File: src/shared/nipm_pkg.sv
/*
 * constants for the network indicator pin mux: configuration codes,
 * operation settings, apb register offsets and fields, reset values, timing.
 * assumes a single 10 MHz system clock and a 32-bit apb register bus.
 */
// How it works
// - shared indicator pins chosen by select input
// - shared pin indicators only in internal phy mode; link indicator in every mode
// - link indicator shows 10/100 link up
// - transmit indicator low while transmitting
// - receive indicator low while receiving
// - collision shown only at half duplex
// - duplex low full, from negotiation/setting
// - speed low at 100, high at 10
// - pll multiplies 25 MHz reference to 150
// - crystal reference in modes 0000 and 0001
// - oscillator reference only in mode 0010
// - external mode: pins carry transmit enable/nibble
package nipm_pkg;

    // ****************************************************************
    // configuration select codes
    // ****************************************************************
    localparam logic [3:0] CFG_INTERNAL_PHY = 4'h0; // indicators on shared pins
    localparam logic [3:0] CFG_EXT_CRYSTAL = 4'h1;  // external phy, crystal reference
    localparam logic [3:0] CFG_EXT_OSC = 4'h2;      // external phy, oscillator reference

    // ****************************************************************
    // phy operation setting codes (3 bits)
    // ****************************************************************
    localparam logic [2:0] OPSET_AUTO = 3'h0;      // follow autonegotiation
    localparam logic [2:0] OPSET_10_HALF = 3'h1;
    localparam logic [2:0] OPSET_10_FULL = 3'h2;
    localparam logic [2:0] OPSET_100_HALF = 3'h3;
    localparam logic [2:0] OPSET_100_FULL = 3'h4;

    // ****************************************************************
    // apb register map (byte addresses)
    // ****************************************************************
    localparam int ADDR_W = 12;
    localparam logic [11:0] OFS_CONTROL = 12'h000; // phy operation setting
    localparam logic [11:0] OFS_STATUS = 12'h004;  // read-only link and clock state
    localparam logic [11:0] OFS_CLOCK = 12'h008;   // read-only clock figures

    // control fields
    localparam int CTL_OPSET_LSB = 0;
    localparam logic [2:0] CTL_OPSET_RESET = 3'h0;

    // status fields
    localparam int STA_LINK = 0;
    localparam int STA_FULL_DUPLEX = 1;
    localparam int STA_SPEED100 = 2;
    localparam int STA_PLL_LOCKED = 3;
    localparam int STA_CRYSTAL_SEL = 4;
    localparam int STA_OSC_SEL = 5;
    localparam int STA_INDICATOR_MODE = 6;
    localparam int STA_EXT_MODE = 7;
    localparam int STA_CFG_LSB = 8;

    // clock fields
    localparam int CLK_REF_LSB = 0;
    localparam int CLK_CORE_LSB = 8;
    localparam int CLK_MULT_LSB = 16;

    // ****************************************************************
    // clock figures and timing
    // ****************************************************************
    localparam logic [7:0] REF_CLOCK_MHZ = 8'h19;  // 25 MHz reference
    localparam logic [7:0] CORE_CLOCK_MHZ = 8'h96; // 150 MHz core clock
    localparam logic [7:0] PLL_MULTIPLIER = 8'h06; // core over reference
    localparam int SYS_CLOCK_KHZ = 10000;          // CLK_IN rate
    localparam int PLL_LOCK_TIME_US = 100;         // least settle time after source change
    localparam int PLL_LOCK_CYCLES = (PLL_LOCK_TIME_US * SYS_CLOCK_KHZ + 999) / 1000;
    localparam int LOCK_CNT_W = 11;

endpackage

File: src/rtl/nipm_refclk_sel.sv
/*
 * reference clock source selection and pll lock tracking.
 * assumes the configuration select is stable during operation; a change that moves
 * the source restarts the lock wait because the pll loses its reference.
 */
`timescale 1ns/1ps
module nipm_refclk_sel (
    // clock and reset
    input wire logic clk,
    input wire logic resetn,
    // configuration
    input wire logic [3:0] cfg_select,
    // source and pll state
    output logic crystal_sel,
    output logic osc_sel,
    output logic pll_locked
);

    // ****************************************************************
    // source choice
    // ****************************************************************
    logic next_crystal_sel; // crystal pair feeds the pll
    logic next_osc_sel;     // dedicated oscillator feeds the pll
    logic [nipm_pkg::LOCK_CNT_W-1:0] lock_cnt; // cycles since source settled

    // decode the reference source from the configuration code
    always_comb begin
        // crystal in internal or crystal-external mode
        next_crystal_sel = (cfg_select == nipm_pkg::CFG_INTERNAL_PHY) ||
                           (cfg_select == nipm_pkg::CFG_EXT_CRYSTAL);
        next_osc_sel = (cfg_select == nipm_pkg::CFG_EXT_OSC);
    end

    // registered source selects
    always_ff @(posedge clk) begin
        if (!resetn) begin
            crystal_sel <= 1'b0;
            osc_sel <= 1'b0;
        end else begin
            crystal_sel <= next_crystal_sel;
            osc_sel <= next_osc_sel;
        end
    end

    // ****************************************************************
    // pll lock wait
    // ****************************************************************
    // pll settles before core clock counts as valid
    always_ff @(posedge clk) begin
        if (!resetn) begin
            lock_cnt <= '0;
            pll_locked <= 1'b0;
        end else if ((next_crystal_sel != crystal_sel) || (next_osc_sel != osc_sel) ||
                     !(next_crystal_sel || next_osc_sel)) begin
            // source moved or no source: start over
            lock_cnt <= '0;
            pll_locked <= 1'b0;
        end else if (lock_cnt == nipm_pkg::LOCK_CNT_W'(nipm_pkg::PLL_LOCK_CYCLES - 1)) begin
            pll_locked <= 1'b1;
        end else begin
            lock_cnt <= lock_cnt + 1'b1;
        end
    end

endmodule

File: src/rtl/nipm_top.sv
/*
 * network indicator output logic with shared transmit interface pins.
 * assumes all inputs are synchronous to CLK_IN, the internal phy reports
 * link, activity and negotiation state as levels, and the external phy
 * transmit clock is slow enough to be sampled at CLK_IN.
 */
// Local design decisions: the register offsets and the APB interface to the registers.
`timescale 1ns/1ps
module nipm_top (
    // clock and reset
    input wire logic CLK_IN,
    input wire logic RESETN_IN,
    // configuration pins
    input wire logic [3:0] CFG_SELECT_IN,
    // internal phy state
    input wire logic LINK_UP_IN,
    input wire logic TX_ACTIVE_IN,
    input wire logic RX_ACTIVE_IN,
    input wire logic COLLISION_IN,
    input wire logic ANEG_FULL_DUPLEX_IN,
    input wire logic ANEG_SPEED100_IN,
    // external phy transmit side
    input wire logic MII_TXC_IN,
    input wire logic MII_TX_EN_IN,
    input wire logic [3:0] MII_TXD_IN,
    // apb slave
    input wire logic PSEL_IN,
    input wire logic PENABLE_IN,
    input wire logic PWRITE_IN,
    input wire logic [11:0] PADDR_IN,
    input wire logic [31:0] PWDATA_IN,
    output logic [31:0] PRDATA_OUT,
    output logic PREADY_OUT,
    output logic PSLVERR_OUT,
    // indicator and shared pins
    output logic LINK_INDICATOR_OUT,
    output logic TX_ACTIVITY_INDICATOR_N_OUT,
    output logic RX_ACTIVITY_INDICATOR_N_OUT,
    output logic COLLISION_INDICATOR_N_OUT,
    output logic DUPLEX_INDICATOR_N_OUT,
    output logic SPEED_INDICATOR_N_OUT,
    // clock source state
    output logic CRYSTAL_SELECT_OUT,
    output logic OSC_SELECT_OUT,
    output logic PLL_LOCKED_OUT
);

    // ****************************************************************
    // declarations
    // ****************************************************************
    logic [2:0] phy_operation_setting; // software duplex/speed choice
    logic full_duplex;        // resolved duplex
    logic speed100;           // resolved speed
    logic indicator_mode;     // shared pins carry indicators
    logic ext_mode;           // shared pins carry transmit interface

    // transmit capture
    logic txc_q;              // previous sample of transmit clock
    logic txc_rise;           // transmit clock rising edge seen
    logic tx_en_q;            // transmit enable launched on txc
    logic [3:0] txd_q;        // transmit nibble launched on txc

    // register bus
    logic apb_setup;          // setup phase of a transfer
    logic apb_done;           // completing access phase
    logic addr_hit;           // address maps to a register
    logic [31:0] next_prdata; // read data for the current address

    // mode scratch
    logic [1:0] resolved;     // duplex and speed from the setting

    // ****************************************************************
    // functions
    // ****************************************************************
    // resolve {full_duplex, speed100} from setting and negotiation
    function automatic logic [1:0] resolve_mode(input logic [2:0] setting,
                                                input logic aneg_fdx,
                                                input logic aneg_100);
        logic [1:0] res;

        // negotiated pair first
        res = {aneg_fdx, aneg_100};

        // manual choice overrides
        unique case (setting)
            nipm_pkg::OPSET_10_HALF: res = 2'h0;
            nipm_pkg::OPSET_10_FULL: res = 2'h2;

            nipm_pkg::OPSET_100_HALF: res = 2'h1;
            nipm_pkg::OPSET_100_FULL: res = 2'h3;

            // auto and spare codes
            default: res = {aneg_fdx, aneg_100};
        endcase

        return res;
    endfunction

    // true when the byte address names a mapped register
    function automatic logic is_mapped(input logic [11:0] addr);
        return (addr == nipm_pkg::OFS_CONTROL) || (addr == nipm_pkg::OFS_STATUS) ||
               (addr == nipm_pkg::OFS_CLOCK);
    endfunction

    // ****************************************************************
    // clock source and pll
    // ****************************************************************
    // source selects and lock come from the helper's own flops
    // lock restarts on a source move
    nipm_refclk_sel u_refclk_sel (
        .clk(CLK_IN),
        .resetn(RESETN_IN),
        .cfg_select(CFG_SELECT_IN),
        .crystal_sel(CRYSTAL_SELECT_OUT),
        .osc_sel(OSC_SELECT_OUT),
        .pll_locked(PLL_LOCKED_OUT)
    );

    // ****************************************************************
    // mode decode
    // ****************************************************************
    // pin function follows the configuration select
    always_comb begin
        // select input picks shared pin function
        // indicators only for internal phy code
        indicator_mode = (CFG_SELECT_IN == nipm_pkg::CFG_INTERNAL_PHY);

        ext_mode = (CFG_SELECT_IN == nipm_pkg::CFG_EXT_CRYSTAL) ||
                   (CFG_SELECT_IN == nipm_pkg::CFG_EXT_OSC);
        // spare codes leave both low

        // duplex and speed
        resolved = resolve_mode(phy_operation_setting, ANEG_FULL_DUPLEX_IN, ANEG_SPEED100_IN);
        full_duplex = resolved[1];
        speed100 = resolved[0];
    end

    // ****************************************************************
    // external transmit interface launch
    // ****************************************************************
    // edge seen when the sampled clock goes from low to high
    // txc above CLK_IN/2 loses edges
    assign txc_rise = MII_TXC_IN && !txc_q;

    // keep last sample of transmit clock
    always_ff @(posedge CLK_IN) begin
        if (!RESETN_IN) begin
            // pin idles low: no false edge
            txc_q <= 1'b0;
        end else begin
            txc_q <= MII_TXC_IN;
        end
    end

    // launch enable and nibble only on transmit clock edges
    always_ff @(posedge CLK_IN) begin
        if (!RESETN_IN) begin
            // nothing launched yet
            tx_en_q <= 1'b0;
            txd_q <= 4'h0;
        end else if (!ext_mode) begin
            // idle so a later mode switch starts clean
            tx_en_q <= 1'b0;
            txd_q <= 4'h0;
        end else if (txc_rise) begin
            // stands until the next edge
            // synchronised to phy transmit clock
            tx_en_q <= MII_TX_EN_IN;
            txd_q <= MII_TXD_IN;
        end
    end

    // ****************************************************************
    // link indicator
    // ****************************************************************
    // dedicated pin, never shared
    always_ff @(posedge CLK_IN) begin
        if (!RESETN_IN) begin
            // dark in reset
            LINK_INDICATOR_OUT <= 1'b0;
        end else begin
            LINK_INDICATOR_OUT <= LINK_UP_IN;
        end
    end

    // ****************************************************************
    // shared pins
    // ****************************************************************
    // one registered mux per pin keeps outputs glitch free
    always_ff @(posedge CLK_IN) begin
        if (!RESETN_IN) begin
            TX_ACTIVITY_INDICATOR_N_OUT <= 1'b1;
            RX_ACTIVITY_INDICATOR_N_OUT <= 1'b1;
            COLLISION_INDICATOR_N_OUT <= 1'b1;
            DUPLEX_INDICATOR_N_OUT <= 1'b1;
            SPEED_INDICATOR_N_OUT <= 1'b1;
        end else if (ext_mode) begin
            // pins turn high-active
            // enable plus nibble, msb first pin
            TX_ACTIVITY_INDICATOR_N_OUT <= tx_en_q;
            RX_ACTIVITY_INDICATOR_N_OUT <= txd_q[3];
            COLLISION_INDICATOR_N_OUT <= txd_q[2];
            DUPLEX_INDICATOR_N_OUT <= txd_q[1];
            SPEED_INDICATOR_N_OUT <= txd_q[0];
        end else if (indicator_mode && LINK_UP_IN) begin
            TX_ACTIVITY_INDICATOR_N_OUT <= !TX_ACTIVE_IN;

            RX_ACTIVITY_INDICATOR_N_OUT <= !RX_ACTIVE_IN;

            COLLISION_INDICATOR_N_OUT <= !(COLLISION_IN && !full_duplex);

            DUPLEX_INDICATOR_N_OUT <= !full_duplex;

            SPEED_INDICATOR_N_OUT <= !speed100;
        end else begin
            // no link or other mode: dark
            // dark pins draw no current
            TX_ACTIVITY_INDICATOR_N_OUT <= 1'b1;
            RX_ACTIVITY_INDICATOR_N_OUT <= 1'b1;
            COLLISION_INDICATOR_N_OUT <= 1'b1;
            DUPLEX_INDICATOR_N_OUT <= 1'b1;
            SPEED_INDICATOR_N_OUT <= 1'b1;
        end
    end

    // ****************************************************************
    // apb slave
    // ****************************************************************
    // setup and completion strobes
    assign apb_setup = PSEL_IN && !PENABLE_IN;

    // completes where ready is seen
    assign apb_done = PSEL_IN && PENABLE_IN && PREADY_OUT;

    // spare words answer an error
    assign addr_hit = is_mapped(PADDR_IN);

    // read data mux; unmapped reads as zero
    always_comb begin
        next_prdata = 32'h0000_0000;

        if (PADDR_IN == nipm_pkg::OFS_CONTROL) begin
            // setting field only
            next_prdata[nipm_pkg::CTL_OPSET_LSB +: 3] = phy_operation_setting;
        end else if (PADDR_IN == nipm_pkg::OFS_STATUS) begin
            // live levels, none latched
            next_prdata[nipm_pkg::STA_LINK] = LINK_UP_IN;
            next_prdata[nipm_pkg::STA_FULL_DUPLEX] = full_duplex;
            next_prdata[nipm_pkg::STA_SPEED100] = speed100;
            // clock source, pin mode and select code
            next_prdata[nipm_pkg::STA_PLL_LOCKED] = PLL_LOCKED_OUT;
            next_prdata[nipm_pkg::STA_CRYSTAL_SEL] = CRYSTAL_SELECT_OUT;
            next_prdata[nipm_pkg::STA_OSC_SEL] = OSC_SELECT_OUT;
            next_prdata[nipm_pkg::STA_INDICATOR_MODE] = indicator_mode;
            next_prdata[nipm_pkg::STA_EXT_MODE] = ext_mode;
            next_prdata[nipm_pkg::STA_CFG_LSB +: 4] = CFG_SELECT_IN;
        end else if (PADDR_IN == nipm_pkg::OFS_CLOCK) begin
            // fixed figures
            next_prdata[nipm_pkg::CLK_REF_LSB +: 8] = nipm_pkg::REF_CLOCK_MHZ;
            next_prdata[nipm_pkg::CLK_CORE_LSB +: 8] = nipm_pkg::CORE_CLOCK_MHZ;
            next_prdata[nipm_pkg::CLK_MULT_LSB +: 8] = nipm_pkg::PLL_MULTIPLIER;
        end
    end

    // ready in the first access cycle; data captured at setup
    // no wait state, with fully registered bus outputs
    always_ff @(posedge CLK_IN) begin
        if (!RESETN_IN) begin
            PREADY_OUT <= 1'b0;
            PRDATA_OUT <= 32'h0000_0000;
            PSLVERR_OUT <= 1'b0;
        end else if (apb_setup) begin
            // answer in first access cycle
            PREADY_OUT <= 1'b1;
            PRDATA_OUT <= PWRITE_IN ? 32'h0000_0000 : next_prdata;
            PSLVERR_OUT <= !addr_hit;
        end else begin
            // one-cycle pulse
            PREADY_OUT <= 1'b0;
            PRDATA_OUT <= 32'h0000_0000;
            PSLVERR_OUT <= 1'b0;
        end
    end

    // control register write at completion only
    always_ff @(posedge CLK_IN) begin
        if (!RESETN_IN) begin
            // auto: negotiation rules
            phy_operation_setting <= nipm_pkg::CTL_OPSET_RESET;
        end else if (apb_done && PWRITE_IN && (PADDR_IN == nipm_pkg::OFS_CONTROL)) begin
            // manual duplex and speed setting
            // upper bits dropped
            phy_operation_setting <= PWDATA_IN[nipm_pkg::CTL_OPSET_LSB +: 3];
        end
    end

endmodule

File: config.mk
export PLATFORM = sky130hd
export DESIGN_NAME = nipm_top
export DESIGN_NICKNAME = d
export VERILOG_FILES = /design/src/shared/nipm_pkg.sv /design/src/rtl/nipm_refclk_sel.sv /design/src/rtl/nipm_top.sv
export SDC_FILE = /design/constraint.sdc
export NUM_CORES = 1
export LEC_CHECK = 0
export BUFFER_PORTS_ARGS = -buffer_cell sky130_fd_sc_hd__buf_2
export CAP_MARGIN = 20
export CORE_AREA = 5 5 52 99
export DETAILED_ROUTE_END_ITERATION = 8
export DIE_AREA = 0 0 57 104
export GPL_TIMING_DRIVEN = 0
export PLACE_DENSITY = 0.81
export SYNTH_ARGS = -nofsm -noshare
export SYNTH_HDL_FRONTEND = slang
export SYNTH_SLANG_ARGS = --single-unit
export TNS_END_PERCENT = 5
File: constraint.sdc
create_clock -name CLK_IN -period 2.8 [get_ports CLK_IN]
set_input_delay 0.42 -clock CLK_IN [delete_from_list [all_inputs] [get_ports CLK_IN]]
set_output_delay 0.42 -clock CLK_IN [all_outputs]
set_load 0.03 [all_outputs]
==> run metrics <==
hold_buf cts 0; Final nets 354; reg2reg end u_refclk_sel.lock_cnt[1]; drt first pass iters 4; largest family of logic cells by synthesized area simple AND/OR/NAND/NOR gates; synth unique cells 44; TNS Setup 0 ns; Synth Register Bits 44; HPWL after detailed placement 3540 um; GPL Wtd Cong 0.740; Hold Path Class input port to register; placed cell areas 2360 um^2; Max IR drop VDD 0.382 mV; max-cap violations 0; initial antenna violation count 0; die width 57 um; GR peak layer met2; IO Port Bufs 62; crit end category register; EDFF count, synth 0; wire length per cell 12.3 um; first-pass GRT wire length 7270 um; layout cells sized above 1 35.1%; mux contribution to synthesized area 3.13%; Synth Cell Area 1920 um^2; core area 4340 um^2; GRT Overall Usage 15.2%; met3 Use GR 4.72%; pre-CTS setup slack 1.16 ns; Worst Path Required 2.98 ns; Synth-to-Final Area Change 26.6%; Max Root-Sink Buffers 2; final setup margin 1.22 ns; CTS sink cnt 44; Fillers 430; Top Ports 108; WL final 4220 um; CTS resizes 0; adder-cell share of the synthesized area 0.651%; Arrival @ worst endpoint 1.76 ns; Setup CP Type register to register; Final Skew 0.00899 ns; sequential area share after synthesis 45.8%; initial core utilization 44.3%; worst-path cell with the longest stage delay dfxtp_1; unrepaired setup endpoints after global routing false; drt drc 0; Cell Chain, Critical Path ha_1 > and4bb_2 > nand4b_1 > mux2i_1 > nor2_1; status completed; Worst Min Path Start RX_ACTIVE_IN; CTS tree yes; Die Area 5930 um^2; final number of hold-violating endpoints 0; remaining antenna violation count 0; Synth Flop Type dfxtp_1; Final period util 56.4%; via count 1654; met2 Resource Use GR 28.6%; pin count of the biggest net entering global routing 13; number of global-route vias before repair 1753; achievable frequency 633 MHz; # rows 34; H-tree depth 2; vias per cell 4.84; n_diodes 0; Synth Area in Compound Gates 9.24%; Post-synth ARST share 0%; TritonCTS Buffers 5; Post-Route Utilization 56.1%; R2R setup slack 1.22 ns; Synth Area in Simple Gates 27.3%; Min-Delay Endpoint RX_ACTIVITY_INDICATOR_N_OUT; Crit path largest cell delay 0.38 ns; gr ovfl total 0; hold path depth 2; setup violators final 0; Clock transition at path regs 0.08 ns; 1st-iter DRT viols 14; shortest period the worst path allows 1.58 ns; Post-CTS Setup Bufs 0; routing usage on met1 13.9%; Synth Instances 204; Reg2Reg Depth 5; pwr/cell area 466 nW/um^2; Final Hold Slack 0.300 ns; cell area after layout 2430 um^2; leakage power 1.16 nW; Die H 104 um; Synth Area in XOR/XNOR 4.56%; Slew Limit Fails 0; startpoint class of the critical path register; worst r2r src u_refclk_sel.lock_cnt[0]; syn avg cell area 9.42 um^2; Worst-Skew Late Latency 0.29 ns; Synth Warn # 0; root buf cell clkbuf_8; Critical Path Fanout Max 7
==> synth_stat cells (all sizes together) (2+ instances only) <==
cell type | instances | area share [%]
a211oi | 2 | 0.78
a31o | 3 | 1.4
buf | 21 | 7.9
nor2b | 3 | 1.4
nor4 | 2 | 2.2
o21bai | 2 | 0.78
a21oi | 9 | 2.3
nand4 | 5 | 2.7
and2 | 7 | 2.5
and4 | 2 | 0.91
mux2i | 6 | 3.1
nand2b | 2 | 0.65
a31oi | 2 | 0.65
o21ai | 5 | 1.3
inv | 3 | 0.59
and4bb | 2 | 1.3
dfxtp | 44 | 46
nor3b | 4 | 1.6
nor2 | 29 | 5.7
nand3 | 4 | 1.0
nand2 | 16 | 3.1
clkbuf | 3 | 0.59
xor2 | 9 | 4.1
and3 | 5 | 1.6
==> layout make-up <==
class,count,area (um^2),share of cell area (%)
Multi-Input combinational cell,148,923,37.9
Sequential cell,44,881,36.2
Timing Repair Buffer,62,310,12.8
Buffer,24,163,6.68
Clock buffer,6,72.6,2.98
Tap cell,54,67.6,2.78
Inverter,3,11.3,0.463
Clock inverter,1,5.00,0.206
==> how the worst max path moves through the flow <==
stage | to | cells past startpoint | start
after floorplan | phy_operation_setting[0] | 3 | PREADY_OUT
after global placement | PRDATA_OUT[7] | 5 | PADDR_IN[7]
after detailed placement | PRDATA_OUT[7] | 5 | PADDR_IN[11]
after CTS | u_refclk_sel.lock_cnt[0] | 5 | u_refclk_sel.lock_cnt[0]
after global routing | u_refclk_sel.lock_cnt[0] | 5 | u_refclk_sel.lock_cnt[0]
final | u_refclk_sel.lock_cnt[1] | 5 | u_refclk_sel.lock_cnt[0]
==> where the power goes <==
part / switching (W) / internal (W)
registers: 0.00000226 / 0.000632
logic: 0.0000827 / 0.0000540
clock network: 0.000193 / 0.000170
total: 0.000278 / 0.000856
==> cell usage in the layout, fill, tap and decap left out, types with 4 or more instances in the layout <==
cell type   n
buf_4      19
and3_1      5
nor3b_1     4
clkbuf_1    4
xor2_1      9
conb_1     16
dfxtp_1    44
nand3_1     4
nand2_1    16
buf_2      63
nor2_1     29
and2_1      4
o21ai_0     5
clkbuf_8    5
a21oi_1     9
mux2i_1     6
==> flip-flops by register name, indices dropped and copies added, names as in the netlist <==
name,flops
phy_operation_setting,3
u_refclk_sel.lock_cnt,11
PRDATA_OUT,13
TX_ACTIVITY_INDICATOR_N_OUT,1
SPEED_INDICATOR_N_OUT,1
u_refclk_sel.pll_locked,1
txd_q,4
u_refclk_sel.crystal_sel,1
RX_ACTIVITY_INDICATOR_N_OUT,1
LINK_INDICATOR_OUT,1
PREADY_OUT,1
tx_en_q,1
DUPLEX_INDICATOR_N_OUT,1
PSLVERR_OUT,1
u_refclk_sel.osc_sel,1
txc_q,1
COLLISION_INDICATOR_N_OUT,1
==> routing by layer <==
| metal | up-vias | wire [um] |
|---|---|---|
| li1 | 831 | - |
| met1 | 754 | 1400 |
| met2 | 57 | 2370 |
| met3 | 12 | 309 |
| met4 | 0 | 141 |
| met5 | - | 0 |
==> worst max-delay path, delay by kind of cell (launching register included) <==
| kind | cells | cell delay (ns) |
|---|---|---|
| mux | 1 | 0.21 |
| flops | 1 | 0.38 |
| simple gates | 3 | 0.56 |
| fa+ha+maj | 1 | 0.31 |
==> kinds of logic (layout without fill, tap and decap cells) <==
| logic type | Yosys count | in the layout |
|---|---|---|
| AOI/OAI and AO/OA | 28 | 28 |
| xor gates and xnor gates | 10 | 10 |
| adders and majority gates | 1 | 1 |
| buffers and inverters | 27 | 96 |
| DFF | 44 | 44 |
| muxes | 6 | 6 |
| other | 1 | 16 |
| and+or+nand+nor | 87 | 87 |
==> stage by stage <==
step / std cells / total power, W
floorplan: 219 / 0.000738
global placement: 335 / 0.000782
finish: 342 / 0.00113
detailed placement: 335 / 0.000785
CTS: 342 / 0.00115
global route: 342 / 0.00118
Note: power is estimated with default switching activity, not from simulation.
